**src/hw/dmrc_map.vh**
```
`ifndef DMRC_MAP_VH
`define DMRC_MAP_VH

// ==========================================================
// Clock and chip timing
`define DMRC_CLK_NS      40
`define DMRC_ACC_NS      285
`define DMRC_ACC_CYC     ((`DMRC_ACC_NS + `DMRC_CLK_NS - 1) / `DMRC_CLK_NS)
`define DMRC_REF_NS      14000
`define DMRC_REF_CYC     (`DMRC_REF_NS / `DMRC_CLK_NS)

// ==========================================================
// Array geometry
`define DMRC_FIELDS      8
`define DMRC_WORD_W      12
`define DMRC_MUX_W       7
`define DMRC_ROWS_4K     64
`define DMRC_ROWS_16K    128

// ==========================================================
// Word address fields
`define DMRC_ROW_LSB     6
`define DMRC_ROW_MSB     11
`define DMRC_COL_LSB     0
`define DMRC_COL_MSB     5
`define DMRC_EXT_ROW     2
`define DMRC_EXT_COL     1
`define DMRC_EXT_HALF    0

`endif

```
**src/hw/dmrc_ctrl.v**
```verilog
// Functional notes
// - 4K chips: 12-bit cell address sent as two 6-bit halves.
// - 16K chips: 14-bit cell address sent as two 7-bit halves.
// - Row strobe latches row first, column strobe afterwards.
// - Read data valid from access time until next column strobe.
// - Read: write enable high; 4K chip select asserted at column strobe.
// - Write: write enable low before access; 4K needs chip select.
// - Write data bit presented before column strobe falls.
// - Refresh cycle started about every 14 us regardless of accesses.
// - Each refresh uses next row, covering 64 or 128 rows.
// - Refresh issues row strobe only; column strobe stays inactive.
// - 4K: chip select inactive during refresh.
// - Row strobe to selected field only; column strobe to all.
// - Read data produced within first third of processor cycle.
// - Every write done as read then write to same location.
// - Pending refresh may run between read and write portions.
// - Row time: word address bits 6..11, plus extended bit 2 on 16K.
// - Column time: word address bits 0..5, plus extended bit 1 on 16K.
// - Eight fields of twelve one-bit chips, one bit each.
// - 4K: three extended bits decoded by two 2:4 decoders.
// - One field strobe low per access, all eight on refresh.
// - 16K: segment line picks 32K region, extended bit 0 the half.
// - Module reacts only while module selected is high.
`timescale 1ns/100ps
`include "dmrc_map.vh"

module dmrc_ctrl (
  input  wire        CLOCK,
  input  wire        ARST_N,
  input  wire        CLK_EN,
  input  wire        VARIANT_16K,
  input  wire        TIMING_PULSE_FOUR,
  input  wire        CYCLE_BEGIN,
  input  wire        MODULE_SELECTED,
  input  wire        WRITE_REQ,
  input  wire [11:0] WORD_ADDRESS,
  input  wire [2:0]  EXTENDED_ADDRESS,
  input  wire [3:0]  SEGMENT_ENABLE,
  input  wire [11:0] WRITE_DATA,
  input  wire [11:0] CHIP_DOUT,
  output reg  [6:0]  CHIP_MUX_ADDRESS,
  output reg  [7:0]  ROW_STROBE_N,
  output reg         COL_STROBE_N,
  output reg         CHIP_SELECT_N,
  output reg         CHIP_WRITE_N,
  output reg  [11:0] CHIP_DIN,
  output reg  [11:0] READ_DATA,
  output reg         READ_VALID,
  output reg         REFRESH_BUSY
);

  // ==========================================================
  // States
  localparam [9:0] S_IDLE = 10'h001;
  localparam [9:0] S_RROW = 10'h002;
  localparam [9:0] S_RMUX = 10'h004;
  localparam [9:0] S_RCAS = 10'h008;
  localparam [9:0] S_GAP  = 10'h010;
  localparam [9:0] S_WROW = 10'h020;
  localparam [9:0] S_WMUX = 10'h040;
  localparam [9:0] S_WCAS = 10'h080;
  localparam [9:0] S_REF  = 10'h100;
  localparam [9:0] S_PRE  = 10'h200;

  localparam integer ACC_N = `DMRC_ACC_CYC - 1;
  localparam integer REF_N = `DMRC_REF_CYC - 1;
  localparam [3:0] ACC_LAST = ACC_N[3:0];
  localparam [8:0] REF_LAST = REF_N[8:0];

  // ==========================================================
  // Pin synchronisers, two flops each
  reg  [47:0] sync1_reg;
  reg  [47:0] sync2_reg;
  wire [47:0] pins;

  assign pins = {VARIANT_16K, TIMING_PULSE_FOUR, CYCLE_BEGIN,
                 MODULE_SELECTED, WRITE_REQ, WORD_ADDRESS,
                 EXTENDED_ADDRESS, SEGMENT_ENABLE, WRITE_DATA,
                 CHIP_DOUT};

  always @(posedge CLOCK or negedge ARST_N) begin
    if (!ARST_N) begin
      sync1_reg <= 48'h0;
      sync2_reg <= 48'h0;
    end else if (CLK_EN) begin
      sync1_reg <= pins;
      sync2_reg <= sync1_reg;
    end
  end

  wire        v16_s   = sync2_reg[47];
  wire        pf_s    = sync2_reg[46];
  wire        begin_s = sync2_reg[45];
  wire        sel_s   = sync2_reg[44];
  wire        wr_s    = sync2_reg[43];
  wire [11:0] addr_s  = sync2_reg[42:31];
  wire [2:0]  ext_s   = sync2_reg[30:28];
  wire [3:0]  seg_s   = sync2_reg[27:24];
  wire [11:0] wdat_s  = sync2_reg[23:12];
  wire [11:0] dout_s  = sync2_reg[11:0];

  // ==========================================================
  // Cycle start detection
  reg         begin_d_reg;
  reg         pf_seen_reg;
  reg         req_reg;
  reg         wr_reg;
  reg  [11:0] addr_reg;
  reg  [2:0]  ext_reg;
  reg  [3:0]  seg_reg;
  reg  [11:0] wdat_reg;
  reg  [9:0]  state_reg;
  reg  [9:0]  state_next;

  wire start = begin_s & ~begin_d_reg & pf_seen_reg & sel_s;
  wire take  = (state_reg == S_IDLE) & req_reg;

  always @(posedge CLOCK or negedge ARST_N) begin
    if (!ARST_N) begin
      begin_d_reg <= 1'b0;
      pf_seen_reg <= 1'b0;
      req_reg     <= 1'b0;
      wr_reg      <= 1'b0;
      addr_reg    <= 12'h000;
      ext_reg     <= 3'h0;
      seg_reg     <= 4'h0;
    end else if (CLK_EN) begin
      begin_d_reg <= begin_s;
      if (pf_s)
        pf_seen_reg <= 1'b1;
      else if (begin_s & ~begin_d_reg)
        pf_seen_reg <= 1'b0;
      if (start) begin
        req_reg  <= 1'b1;
        wr_reg   <= wr_s;
        addr_reg <= addr_s;
        ext_reg  <= ext_s;
        seg_reg  <= seg_s;
      end else if (take) begin
        req_reg  <= 1'b0;
      end
    end
  end

  // Write data sampled late, after the read portion hands over the bus
  always @(posedge CLOCK or negedge ARST_N) begin
    if (!ARST_N)
      wdat_reg <= 12'h000;
    else if (CLK_EN && state_reg == S_GAP)
      wdat_reg <= wdat_s;
  end

  // ==========================================================
  // Field select and address halves
  wire [7:0] field_sel;
  genvar f;
  generate
    for (f = 0; f < `DMRC_FIELDS; f = f + 1) begin : g_field
      assign field_sel[f] = v16_s ?
        (seg_reg[f / 2] & ({31'h0, ext_reg[`DMRC_EXT_HALF]} == f % 2)) :
        (({31'h0, ext_reg[2]} == f / 4) &
         ({30'h0, ext_reg[1:0]} == f % 4));
    end
  endgenerate

  wire [6:0] row_addr = {v16_s & ext_reg[`DMRC_EXT_ROW],
                         addr_reg[`DMRC_ROW_MSB:`DMRC_ROW_LSB]};
  wire [6:0] col_addr = {v16_s & ext_reg[`DMRC_EXT_COL],
                         addr_reg[`DMRC_COL_MSB:`DMRC_COL_LSB]};

  // ==========================================================
  // Refresh timer and row counter
  reg  [8:0] ref_tmr_reg;
  reg        ref_pend_reg;
  reg        ref_ret_reg;
  reg  [6:0] ref_row_reg;
  reg  [3:0] wait_reg;
  wire       wait_done = (wait_reg == ACC_LAST);
  wire       ref_tick  = (ref_tmr_reg == REF_LAST);
  wire       ref_go    = (state_next == S_REF) & (state_reg != S_REF);
  wire       ref_end   = (state_reg == S_REF) & wait_done;

  always @(posedge CLOCK or negedge ARST_N) begin
    if (!ARST_N) begin
      ref_tmr_reg  <= 9'h000;
      ref_pend_reg <= 1'b0;
      ref_ret_reg  <= 1'b0;
      ref_row_reg  <= 7'h00;
    end else if (CLK_EN) begin
      ref_tmr_reg <= ref_tick ? 9'h000 : ref_tmr_reg + 9'h001;
      // Set wins over the clear on a coincident tick
      if (ref_tick)
        ref_pend_reg <= 1'b1;
      else if (ref_go)
        ref_pend_reg <= 1'b0;
      if (ref_go)
        ref_ret_reg <= (state_reg == S_GAP);
      if (ref_end)
        ref_row_reg <= v16_s ? ref_row_reg + 7'h01 :
                       {1'b0, ref_row_reg[5:0] + 6'h01};
    end
  end

  // ==========================================================
  // Sequencer
  always @* begin
    state_next = state_reg;
    case (state_reg)
      S_IDLE: begin
        if (req_reg)
          state_next = S_RROW;
        else if (ref_pend_reg)
          state_next = S_REF;
      end
      S_RROW: state_next = S_RMUX;
      S_RMUX: state_next = S_RCAS;
      S_RCAS: begin
        if (wait_done)
          state_next = wr_reg ? S_GAP : S_PRE;
      end
      S_GAP: begin
        if (ref_pend_reg)
          state_next = S_REF;
        else
          state_next = S_WROW;
      end
      S_WROW: state_next = S_WMUX;
      S_WMUX: state_next = S_WCAS;
      S_WCAS: begin
        if (wait_done)
          state_next = S_PRE;
      end
      S_REF: begin
        if (wait_done)
          state_next = ref_ret_reg ? S_GAP : S_PRE;
      end
      S_PRE:   state_next = S_IDLE;
      default: state_next = S_IDLE;
    endcase
  end

  wire timed = (state_reg == S_RCAS) | (state_reg == S_WCAS) |
               (state_reg == S_REF);

  always @(posedge CLOCK or negedge ARST_N) begin
    if (!ARST_N) begin
      state_reg <= S_IDLE;
      wait_reg  <= 4'h0;
    end else if (CLK_EN) begin
      state_reg <= state_next;
      wait_reg  <= (timed && !wait_done) ? wait_reg + 4'h1 : 4'h0;
    end
  end

  // ==========================================================
  // Chip pin drive, registered from the next state
  wire n_ras = (state_next == S_RROW) | (state_next == S_RMUX) |
               (state_next == S_RCAS) | (state_next == S_WROW) |
               (state_next == S_WMUX) | (state_next == S_WCAS);
  wire n_col = (state_next == S_RMUX) | (state_next == S_RCAS) |
               (state_next == S_WMUX) | (state_next == S_WCAS);
  wire n_cas = (state_next == S_RCAS) | (state_next == S_WCAS);
  wire n_we  = (state_next == S_WMUX) | (state_next == S_WCAS);
  wire n_wr  = (state_next == S_WROW) | n_we;
  wire n_ref = (state_next == S_REF);

  always @(posedge CLOCK or negedge ARST_N) begin
    if (!ARST_N) begin
      CHIP_MUX_ADDRESS <= 7'h00;
      ROW_STROBE_N     <= 8'hff;
      COL_STROBE_N     <= 1'b1;
      CHIP_SELECT_N    <= 1'b1;
      CHIP_WRITE_N     <= 1'b1;
      CHIP_DIN         <= 12'h000;
      REFRESH_BUSY     <= 1'b0;
    end else if (CLK_EN) begin
      if (n_ref)
        CHIP_MUX_ADDRESS <= ref_row_reg;
      else if (n_col)
        CHIP_MUX_ADDRESS <= col_addr;
      else
        CHIP_MUX_ADDRESS <= row_addr;
      if (n_ref)
        ROW_STROBE_N <= 8'h00;
      else if (n_ras)
        ROW_STROBE_N <= ~field_sel;
      else
        ROW_STROBE_N <= 8'hff;
      COL_STROBE_N  <= ~n_cas;
      CHIP_SELECT_N <= ~(n_col & ~v16_s);
      CHIP_WRITE_N  <= ~n_we;
      CHIP_DIN      <= n_wr ? wdat_reg : CHIP_DIN;
      REFRESH_BUSY  <= n_ref;
    end
  end

  // ==========================================================
  // Read capture; held until the next read replaces it
  always @(posedge CLOCK or negedge ARST_N) begin
    if (!ARST_N) begin
      READ_DATA  <= 12'h000;
      READ_VALID <= 1'b0;
    end else if (CLK_EN) begin
      READ_VALID <= 1'b0;
      if (state_reg == S_RCAS && wait_done) begin
        READ_DATA  <= dout_s;
        READ_VALID <= 1'b1;
      end
    end
  end

endmodule

```
**config.mk**
```make
export PLATFORM = sky130hd
export DESIGN_NAME = dmrc_ctrl
export DESIGN_NICKNAME = d
export VERILOG_FILES = /design/src/hw/dmrc_ctrl.v
export VERILOG_INCLUDE_DIRS = /design/src /design/src/hw
export SDC_FILE = /design/constraint.sdc
export NUM_CORES = 1
export LEC_CHECK = 0
export ABC_AREA = 1
export ABC_CLOCK_PERIOD_IN_PS = 2400
export BUFFER_PORTS_ARGS = -buffer_cell sky130_fd_sc_hd__clkbuf_2
export CORE_MARGIN = 5
export CORE_UTILIZATION = 41
export DETAILED_ROUTE_END_ITERATION = 10
export GPL_TIMING_DRIVEN = 0
export RECOVER_POWER = 25
export SLEW_MARGIN = 40
export SYNTH_ARGS = -nofsm -noshare
export SYNTH_HDL_FRONTEND = slang
export SYNTH_SLANG_ARGS = --single-unit
export TNS_END_PERCENT = 20
```
**constraint.sdc**
```tcl
create_clock -name CLOCK -period 2.4 [get_ports CLOCK]
set_input_delay 0.12 -clock CLOCK [delete_from_list [all_inputs] [get_ports CLOCK]]
set_output_delay 0.12 -clock CLOCK [all_outputs]
set_load 0.01 [all_outputs]
```
# --- Yosys cells after proc, flatten, opt, wreduce, memory -nomap -nowiden ---
# Cells that the tools add are included.
word_totals:
  reg_bits: 207
  in_bits: 51
  output_inout_bits: 44
  elab_cells: 144
op_classes:
  n_addsub: 4
  eq_ne: 22
  muxes: 31
  bitwise_logic: 46
  reduce_logical: 16
op_table:
  columns: ["operator", "n"]
  rows:
  - ["case mux 10 bit (9 select lines)", 1]
  - ["two-way mux 10 bit", 7]
  - ["bitwise AND 1 bit", 25]
  - ["two-way mux 7 bit", 3]
  - ["== test 10 x 2 -> 1 bit (second input constant)", 2]
  - ["== test 10 x 3 -> 1 bit (second input constant)", 2]
  - ["== test 10 x 4 -> 1 bit (second input constant)", 2]
  - ["== test 10 x 6 -> 1 bit (second input constant)", 2]
  - ["== test 10 x 7 -> 1 bit (second input constant)", 2]
  - ["== test 10 x 8 -> 1 bit (second input constant)", 2]
  - ["== test 10 x 9 -> 1 bit (second input constant)", 2]
  - ["two-way mux 9 bit", 2]
  - ["two-way mux 8 bit", 2]
  - ["AND reduction 2 bit", 8]
  - ["two-way mux 1 bit", 15]
  - ["OR 1 bit", 13]
  - ["== test 10 x 1 -> 1 bit (second input constant)", 1]
  - ["== test 10 x 5 -> 1 bit (second input constant)", 1]
  - ["!= test 10 x 9 -> 1 bit (second input constant)", 1]
  - ["adder 9 x 1 -> 9 bit (second input constant)", 1]
  - ["== test 9 bit (second input constant)", 1]
  - ["inverter 8 bit", 1]
  - ["adder 7 x 1 -> 7 bit (second input constant)", 1]
  - ["inverter 1 bit", 7]
  - ["other kinds (10)", 15]

# --- Longest topological paths before layout ---
# Gate-level depths: netlist (run 1).
logic_depth:
  ltp_word: 11
  mapped_depth: 12
  depth_no_buf: 11

# --- Least setup slack after synthesis (run 1) ---
# Ideal clock, no wire load.
synth_path:
  kind: "register -> register"
  from: "register wait_reg[0]"
  to: "register READ_DATA[10]"
  setup_time_ns: 0.118
  t_arrival_ns: 1.503
  required_ns: 2.282
  slack_ns: 0.780
  path_stages_with_launch: 10
  n_path_buf: 1
  path_cell_list: "dfrtp_1 -> ha_1 -> nand2_1 -> nor2_2 -> inv_2 -> nor2_1 -> nand2_2 -> buf_6 -> nand2_1 -> o21ai_2"
synth_via:
  elab_chain_cells: 3
synth_lines:
  columns: ["element", "line_no", "source"]
  rows:
  - ["from (decl)", "dmrc_ctrl.v:177", "reg [3:0] wait_reg;"]
  - ["from (signal assigned)", "dmrc_ctrl.v:251", "wait_reg <= (timed && !wait_done) ? wait_reg + 4'h1 : 4'h0;"]
  - ["== test 4 x 3 -> 1 bit", "dmrc_ctrl.v:178", "wire wait_done = (wait_reg == ACC_LAST);"]
  - ["logical AND 1 bit", "dmrc_ctrl.v:305", "if (state_reg == S_RCAS && wait_done) begin"]
  - ["AND reduction 2 bit (no line)", null, null]
  - ["to (signal assigned)", "dmrc_ctrl.v:306", "READ_DATA <= dout_s;"]
  - ["to (decl)", "dmrc_ctrl.v:47", "output reg [11:0] READ_DATA,"]
# Every way passes these cells.
# A chain may end at the register's enable or synchronous reset.

# --- Worst setup path after layout (run 1) ---
layout_path:
  from: "register wait_reg[0]"
  to: "register READ_DATA[9]"
# The elaborated chain is that of the path after synthesis.

==> results of run 1 <==
-- through the flow --
stage	cell area (µm²)	hold WS [ns]	utilization, %	power (W)	worst slack (ns)
5_1_grt	11060	0.2472	50.98	0.01067	0.02366
2_1_floorplan	8949	-0.1756	-	0.005891	0.7799
6_report	11060	0.1604	50.98	0.01006	0.2834
4_1_cts	11110	0.01221	51.21	0.01018	0.2709
3_5_place_dp	9861	-0.02338	45.47	0.006654	0.2928
3_3_place_gp	9769	0.3227	45.04	0.006576	-2.905
-- logic make-up (layout without fill, tap and decap cells) --
kind of cell | count (synthesis) | in the layout | share of synthesized area (%)
buf+inv | 132 | 321 | 6.292
flops | 207 | 207 | 58.05
simple gates | 519 | 519 | 25.06
xor+xnor | 9 | 9 | 0.8809
fa+ha+maj | 4 | 4 | 0.5593
compound gates | 139 | 139 | 9.158
-- where the power goes --
group          internal (W)  switching, W  total [W]
Sequential          0.00420      0.000422    0.00463
Clock               0.00207       0.00136    0.00342
Combinational      0.000757       0.00125    0.00201
Total               0.00703       0.00303     0.0101
-- worst reg2reg max path, delay by kind of cell (launching register included) --
family / cells / cell delay, ns
AO/OA/AOI/OAI: 1 / 0.05
buffers and inverters: 2 / 0.37
flip-flops: 1 / 0.40
adder cells (fa/ha/maj): 1 / 0.19
AND/OR/NAND/NOR: 5 / 1.02
-- layout make-up --
type                    instances  area [µm²]
repair buffers                147        1012
fillers                      2058       10630
clock buffers                  37       688.2
plain buffers                  44       222.7
multi-input cells             671        3191
well taps                     280       350.3
flip-flops and latches        207        5195
clock inverters                 5       56.30
inverters                      88       340.3
-- routing by layer --
layer / up-vias / track usage [%]
met5: - / 0
met3: 28 / 2.652
li1: 3560 / -
met2: 128 / 29.79
met4: 0 / 3.892
met1: 3340 / 25.17
-- how the worst max path moves through the flow --
stage | end
finish | READ_DATA[9]
global route | READ_DATA[4]
CTS | READ_DATA[9]
detailed placement | READ_DATA[9]
global placement | CHIP_DIN[7]
floorplan | READ_DATA[10]
-- layout by cell type (no fill, tap or decap), drive strengths merged, types with 4 or more instances in the layout --
cell	instances
nand2	397
dfrtp	195
clkbuf	163
o21ai	113
inv	88
nand3	55
dlygate4sd3	50
nor2	38
nand4	19
buf	15
dfstp	12
o22ai	10
a21oi	9
xor2	6
nor3	6
ha	4
-- timing repair --
item	CTS	global route
setup buffers	0	0
hold buffers	50	0
endpoints found under the hold margin	181	0
==> results.yml, run 1 <==
synth:
  ys_top_cells_by_area: "dfrtp_1 55%, nand2_1 16%, o21ai_0 4.8%, dfstp_2 3.5%, inv_1 3.1%"
  synth_ff_type: "dfrtp_1"
  synth_edf_count: 0
  synth_area_leader_cell: "dfrtp_1"
  syn_nets: 1065
  syn_area_per_cell_um2: 8.860
  yosys.cell_count.top_type: "nand2_1"
  ys_seq_area_share_pct: 58.05
  yosysWarnings: 0
  synth_cells: 1010
  ys_types: 42
  synth-seq-cells: 207
  post_synth_instance_area_um2: 8949
  yosysTopAreaCellShare_pct: 54.53
  synthArstFlopShare_pct: 100.0
  synth_common_cells: "389 x nand2_1, 195 x dfrtp_1, 86 x o21ai_0, 75 x inv_1, 47 x nand3_1"
critical_path:
  path_cells: "ha_1, nand2_1, nor2_2, inv_2, nor2_1, nand2_2, buf_6, nand2_1, o21ai_2"
  path_depth: 9
  rrSetupSlack_ns: 0.28
  critPathMostFrequentCell: "nand2_1"
  crit_path_top_delay_cell: "dfrtp_1"
  critPathCaptureType: "register"
  rr_worst_depth: 9
  rr_endpoint: "READ_DATA[9]"
  critPathBufInv: 2
  cpPeakStageDelay_ns: 0.40
  timing.rr.start: "wait_reg[0]"
  start_kind: "register"
  cp.required_ns: 2.79
  critPathLaunch: "wait_reg[0]"
  path_delay_family: "simple AND/OR/NAND/NOR gates"
  cp_data_arrival_time_ns: 2.51
  crit_fanout: 10
  crit_type: "register to register"
place:
  gp_congestion: 0.9318
  hpwl_mm: 15.60
  dp_cells: 1387
  port-buffer-count: 94
power:
  irDropWorstVdd_uv: 476.0
  p_leak_nw: 5.576
  pwr_density_cell_nw_per_um2: 909.8
timing:
  hold_viol: 0
  layout_min_cycle_time_ns: 2.117
  tightest_slew_ns: 0.9213
  slew_violations: 0
  finalSetupViolCount: 0
  maxSlewHeadroom_pct: 38.58
  fin_setup_tns_ns: 0
  clock.fmax_mhz: 472.5
  skew_ns: 0.007885
  finalCritPeriodShare_pct: 88.19
  rsz0062_at_grt: "no"
clocking:
  cts_buffers: 23
  cts_resized: 0
  cts.sinks: 207
  path_clk_slew_ns: 0.06
  clk_latency_ns: 0.50
  ctsLongestPathBuffers: 3
  htreeDepth: 1
  cts_tree: "yes"
  clockRootBuffer: "clkbuf_16"
route:
  dr.first_iter.drc_count: 402
  wl_per_cell_um: 14.77
  firstDrtPassIters: 4
  met3_length_um: 913
  vias: 7056
  wl_met1_mm: 10.17
  top_layer_used: "met4"
  drc: 0
  drtAntennaViolNets: 0
  routed_via_density: 4.771
  route.met2.wl_mm: 10.43
  routed_wl_mm: 21.84
run_status:
  status: "finished clean"
die:
  floorplan.initialDensity_pct: 41.26
  pin_count: 95
  core.rowCount: 54
  fp.dieH_um: 157.7
  coreArea_um2: 21690
  die_area_um2: 24880
  die_x_um: 157.7
global_routing:
  antenna_found_initial: 0
  grt_usage_pct: 17.94
  first_global_vias: 7037
  grt_pass1_wl_mm: 36.28
  grt.overflow.total: 0
  grt_max_degree: 68
final_layout:
  nets: 1237
  fin_cells: 1479
  syn2layout_area_growth_pct: 23.55
  diodes: 0
  drive_gt1_share_pct: 18.60
run:
  maxCapViolations: 0
worst_hold_path:
  hold_path.class: "input pin to async pin"
Note: power is estimated with default switching activity, not from simulation.
==> run 2: changes to the inputs <==
Settings changed: ABC_AREA 1 to unset.
==> results.yml, run 2 <==
run_status:
  status: "finished clean"
timing:
  whs_ns: 0.02291
  finalCritPeriodShare_pct: 96.51
  slew_violations: 0
  tightest_slew_ns: 1.159
  maxSlewHeadroom_pct: 22.76
  finalSetupViolCount: 0
  layout_min_cycle_time_ns: 2.316
  fin_setup_tns_ns: 0
  skew_ns: 0.01060
  rsz0062_at_grt: "yes"
  clock.fmax_mhz: 431.8
  hold_viol: 0
synth:
  yosysWarnings: 0
  yosysTopAreaCellShare_pct: 56.28
  ys_seq_area_share_pct: 59.91
  synth_top_family_by_area: "multiplexers"
  synthArstFlopShare_pct: 100.0
  synth_cells: 637
  syn_area_per_cell_um2: 13.61
  yosys.area_share.simple_pct: 7.431
  synth_ff_type: "dfrtp_1"
  synthXorXnorAreaFrac_pct: 1.212
  yosys.cell_count.top_type: "dfrtp_1"
  ys_types: 54
  post_synth_instance_area_um2: 8671
  synth_edf_count: 0
  synth_mux_area_share_pct: 21.21
  syn_nets: 692
  synth_area_leader_cell: "dfrtp_1"
  ys_top_cells_by_area: "dfrtp_1 56%, mux2_2 18%, dfstp_2 3.6%, o21ai_0 2.2%, mux2_4 1.7%"
  synth-seq-cells: 207
  synth_compound_area_share_pct: 7.417
  yosys.area_share.adder_pct: 0.5772
  synth_common_cells: "195 x dfrtp_1, 142 x mux2_2, 38 x o21ai_0, 27 x nand2_1, 17 x clkbuf_1"
final_layout:
  drive_gt1_share_pct: 36.89
  fin_util_pct: 52.17
  final_common_cell: "dfrtp_1"
  nets: 875
  stdcell_area_um2: 10930
  final_cell_mix: "195 x dfrtp_1, 142 x mux2_2, 73 x clkbuf_2"
  syn2layout_area_growth_pct: 26.09
  diodes: 0
run:
  maxCapViolations: 0
global_routing:
  grt_max_degree: 63
  first_global_vias: 6130
  grt_usage_pct: 16.12
  antenna_found_initial: 0
  grt.overflow.total: 0
  grt_pass1_wl_mm: 32.01
place:
  hpwl_mm: 13.30
  place_area_um2: 9577
  gp_congestion: 0.8716
  port-buffer-count: 94
power:
  p_switching_w: 0.002457
  p_clk_share_pct: 37.0
  switching_share_pct: 26.02
  p_int_w: 0.006985
  p_leak_nw: 4.881
  irDropWorstVdd_uv: 575.5
  p_seq_share_pct: 46.7
  power_frac_comb_pct: 16.2
  pwr_density_cell_nw_per_um2: 863.6
critical_path:
  crit_fanout: 10
  crit_type: "register to register"
  cp.required_ns: 2.78
  critPathCaptureType: "register"
  cp_data_arrival_time_ns: 2.69
  start_kind: "register"
clocking:
  cts_tree: "yes"
  cts.sinks: 207
  clk_latency_ns: 0.50
  ctsLongestPathBuffers: 3
  htreeDepth: 1
  clockRootBuffer: "clkbuf_16"
  cts_buffers: 23
  path_clk_slew_ns: 0.06
route:
  routed_wl_mm: 19.31
  wl_met1_mm: 9.088
  wl_per_cell_um: 17.40
  drtAntennaViolNets: 0
  drc: 0
  dr.first_iter.drc_count: 340
  vias: 5742
  routed_via_density: 5.173
  met3_length_um: 984
  firstDrtPassIters: 5
  top_layer_used: "met4"
  route.met2.wl_mm: 8.831
worst_hold_path:
  hold_path.class: "input pin to register"
die:
  core.rowCount: 53
  die_area_um2: 24160
  coreArea_um2: 20960
  pin_count: 95
  die_x_um: 155.4
  floorplan.initialDensity_pct: 41.38
  fp.dieH_um: 155.4
==> run 2: path summary, 6_finish.rpt <==
check / startpoint / end / slack [ns] / cells after the start
worst max-delay path: state_reg[7] / CHIP_DIN[6] / 0.08 / 8
worst min-delay path: CLK_EN / begin_d_reg / 0.02 / 3
worst max register to register: state_reg[7] / CHIP_DIN[6] / 0.08 / 8
worst min register to register: CHIP_WRITE_N / CHIP_WRITE_N / 0.47 / 2
max in group asynchronous: ARST_N / CHIP_SELECT_N / 0.49 / 5
min in group asynchronous: ARST_N / CHIP_DIN[7] / 0.40 / 2
==> run 2: what timing repair did <==
item,in CTS,in global routing
pin swaps,0,6
resized for setup,2,10
endpoints found under the hold margin,137,0
endpoints found under the setup margin,12,38
hold buffers,49,0
buffers inserted,0,12
==> run 2: cell type report <==
type | instances | area (µm²)
fill | 1816 | 10020
sequential | 207 | 5195
multi-input combinational | 386 | 3333
timing repair buffer | 158 | 1105
clock buffer | 32 | 629.4
tap | 275 | 344.1
buffer | 34 | 167.7
clock inverter | 8 | 121.4
inverter | 10 | 37.54
==> run 2: worst max-delay path, cell delays in order (launching register included) <==
cell,delay [ns]
dfrtp_1,0.41
buf_2,0.20
nor4b_4,0.35
nand3_2,0.20
o22a_1,0.25
buf_6,0.14
nand2b_4,0.17
buf_12,0.16
mux2_4,0.30
==> run 2: through the flow <==
stage,instances,total power [W],setup slack (ns)
6_report,1110,0.009442,0.08387
5_1_grt,1110,0.009937,-0.02194
4_1_cts,1098,0.009472,-0.02380
3_5_place_dp,1009,0.005874,-0.1952
3_3_place_gp,1006,0.005802,-2.609
2_1_floorplan,637,0.005309,0.3183
==> run 2: kinds of logic (layout without fill, tap and decap cells) <==
logic type,Yosys count,after routing
xor gates and xnor gates,12,12
DFF,207,207
and+or+nand+nor,112,112
buffers and inverters,44,242
AOI/OAI and AO/OA,97,97
muxes,161,161
adders and majority gates,4,4
==> run 2: power by group through the flow <==
stage                     Combinational, W  Clock, W  Sequential [W]
final                              0.00153   0.00350         0.00441
after global routing               0.00171   0.00374         0.00449
after CTS                          0.00148   0.00358         0.00442
after detailed placement           0.00140         0         0.00447
after global placement             0.00134         0         0.00446
after floorplan                   0.000926         0         0.00438
==> run 2: per-layer routing <==
layer  GRT usage (%)  vias up
li1                -     2676
met1           22.87     2879
met2           26.27      156
met3           2.476       31
met4           3.752        0
met5               0        -
==> run 3: changes to the inputs <==
==> constraint.sdc (replaced) <==
create_clock -name CLOCK -period 2.4 [get_ports CLOCK]
set_input_delay 0.36 -clock CLOCK [delete_from_list [all_inputs] [get_ports CLOCK]]
set_output_delay 0.36 -clock CLOCK [all_outputs]
set_load 0.005 [all_outputs]
==> results.yml, run 3 (same netlist as run 2, synthesis figures left out) <==
die:
  fp.dieH_um: 155.4
  core.rowCount: 53
  floorplan.initialDensity_pct: 41.38
  die_x_um: 155.4
  coreArea_um2: 20960
  die_area_um2: 24160
  pin_count: 95
final_layout:
  final_cell_mix: "195 x dfrtp_1, 142 x mux2_2, 80 x clkbuf_2"
  final_common_cell: "dfrtp_1"
  syn2layout_area_growth_pct: 20.76
  n_fill_cell: 1857
  diodes: 0
  drive_gt1_share_pct: 40.15
  nets: 827
timing:
  hold_viol: 0
  rsz0062_at_grt: "yes"
  clock.fmax_mhz: 432.6
  slew_violations: 0
  layout_min_cycle_time_ns: 2.312
  whs_ns: 0.09365
  tightest_slew_ns: 0.8280
  maxSlewHeadroom_pct: 44.37
  skew_ns: 0.01255
  finalSetupViolCount: 0
  finalWorstSetupSlack_ns: 0.08839
  finalCritPeriodShare_pct: 96.32
route:
  drtAntennaViolNets: 0
  top_layer_used: "met4"
  wl_per_cell_um: 17.84
  wl_met1_mm: 8.971
  routed_wl_mm: 18.94
  routed_via_density: 5.219
  firstDrtPassIters: 4
  route.met2.wl_mm: 8.670
  vias: 5543
  drc: 0
  dr.first_iter.drc_count: 309
  met3_length_um: 938
run:
  maxCapViolations: 0
global_routing:
  grt.overflow.total: 0
  grt_usage_pct: 15.83
  first_global_vias: 5975
  grt_max_degree: 63
  grt_pass1_wl_mm: 31.40
  antenna_found_initial: 0
power:
  irDropWorstVdd_uv: 570.6
  pwr_density_cell_nw_per_um2: 892.4
  p_leak_nw: 4.711
worst_hold_path:
  min_path_cells: 2
  hold_path.class: "input pin to register"
  hold_start: "WORD_ADDRESS[9]"
critical_path:
  crit_fanout: 10
  cp_data_arrival_time_ns: 2.69
  crit_type: "register to register"
  cp.required_ns: 2.77
  rr_worst_depth: 8
  timing.rr.start: "state_reg[7]"
  critPathCaptureType: "register"
  critPathLaunch: "state_reg[7]"
  start_kind: "register"
place:
  pre_cts_slack_ns: -0.4352
  hpwl_mm: 13.30
  port-buffer-count: 94
  gp_congestion: 0.8716
clocking:
  cts_tree: "yes"
  clockRootBuffer: "clkbuf_16"
  ctsLongestPathBuffers: 3
  clk_latency_ns: 0.50
  path_clk_slew_ns: 0.06
  cts_buffers: 23
  cts.sinks: 207
  htreeDepth: 1
run_status:
  status: "finished clean"
run 3: changes by cell type in the layout (fill, tap and decap cells not counted), sizes merged:
cell | before | now
dlygate4sd3 | 49 | 1
run 3: path summary, 6_finish.rpt:
| path | slack (ns) | endpoint |
|---|---|---|
| max reg2reg | 0.09 | CHIP_DIN[6] |
| min in group asynchronous | 0.36 | CHIP_DIN[7] |
| min | 0.09 | sync1_reg[40] |
| min reg2reg | 0.47 | CHIP_WRITE_N |
| max | 0.09 | CHIP_DIN[6] |
| max in group asynchronous | 0.77 | CHIP_SELECT_N |
run 3: report_power, final:
part | switching [W] | internal [W]
Combinational | 0.000703 | 0.000731
Sequential | 0.000360 | 0.00405
Clock | 0.00135 | 0.00215
Total | 0.00241 | 0.00693
run 3: worst max-delay path: stages (launching register included):
cell	delay [ns]
dfrtp_1	0.42
buf_2	0.20
nor4b_4	0.35
nand3_2	0.20
o22a_1	0.25
buf_6	0.14
nand2b_4	0.17
buf_12	0.16
mux2_4	0.30
run 3: final cells by class:
type / instances / area, µm² / area share [%]
Multi-Input combinational cell: 386 / 3333 / 31.83
Clock inverter: 8 / 121.4 / 1.159
Timing Repair Buffer: 110 / 643.1 / 6.142
Tap cell: 275 / 344.1 / 3.286
Sequential cell: 207 / 5195 / 49.61
Buffer: 34 / 167.7 / 1.601
Clock buffer: 32 / 629.4 / 6.010
Inverter: 10 / 37.54 / 0.3585
run 3: repair_timing:
item                                    4_1_cts  5_1_grt
endpoints found under the setup margin       12       40
pin swaps                                     0        6
gates resized for setup                       2       10
setup buffers                                 0       12
hold endpoints to repair                     45        0
hold buffers                                  1        0
run 3: metal layers:
| metal | up-vias | track usage [%] |
|---|---|---|
| met4 | 0 | 3.585 |
| li1 | 2583 | - |
| met1 | 2799 | 22.66 |
| met5 | - | 0 |
| met2 | 135 | 25.57 |
| met3 | 26 | 2.531 |
run 3: per-stage QoR:
| step | setup TNS [ns] | std cells | total power (W) | cell area, µm² | util, % |
|---|---|---|---|---|---|
| after floorplan | 0 | 637 | 0.005273 | 8671 | - |
| after global placement | -591.76 | 1006 | 0.005768 | 9485 | 45.27 |
| after detailed placement | -22.70 | 1009 | 0.005840 | 9577 | 45.70 |
| after CTS | -0.04537 | 1050 | 0.009377 | 10350 | 49.39 |
| after global routing | -0.05040 | 1062 | 0.009838 | 10470 | 49.97 |
| final | 0 | 1062 | 0.009344 | 10470 | 49.97 |
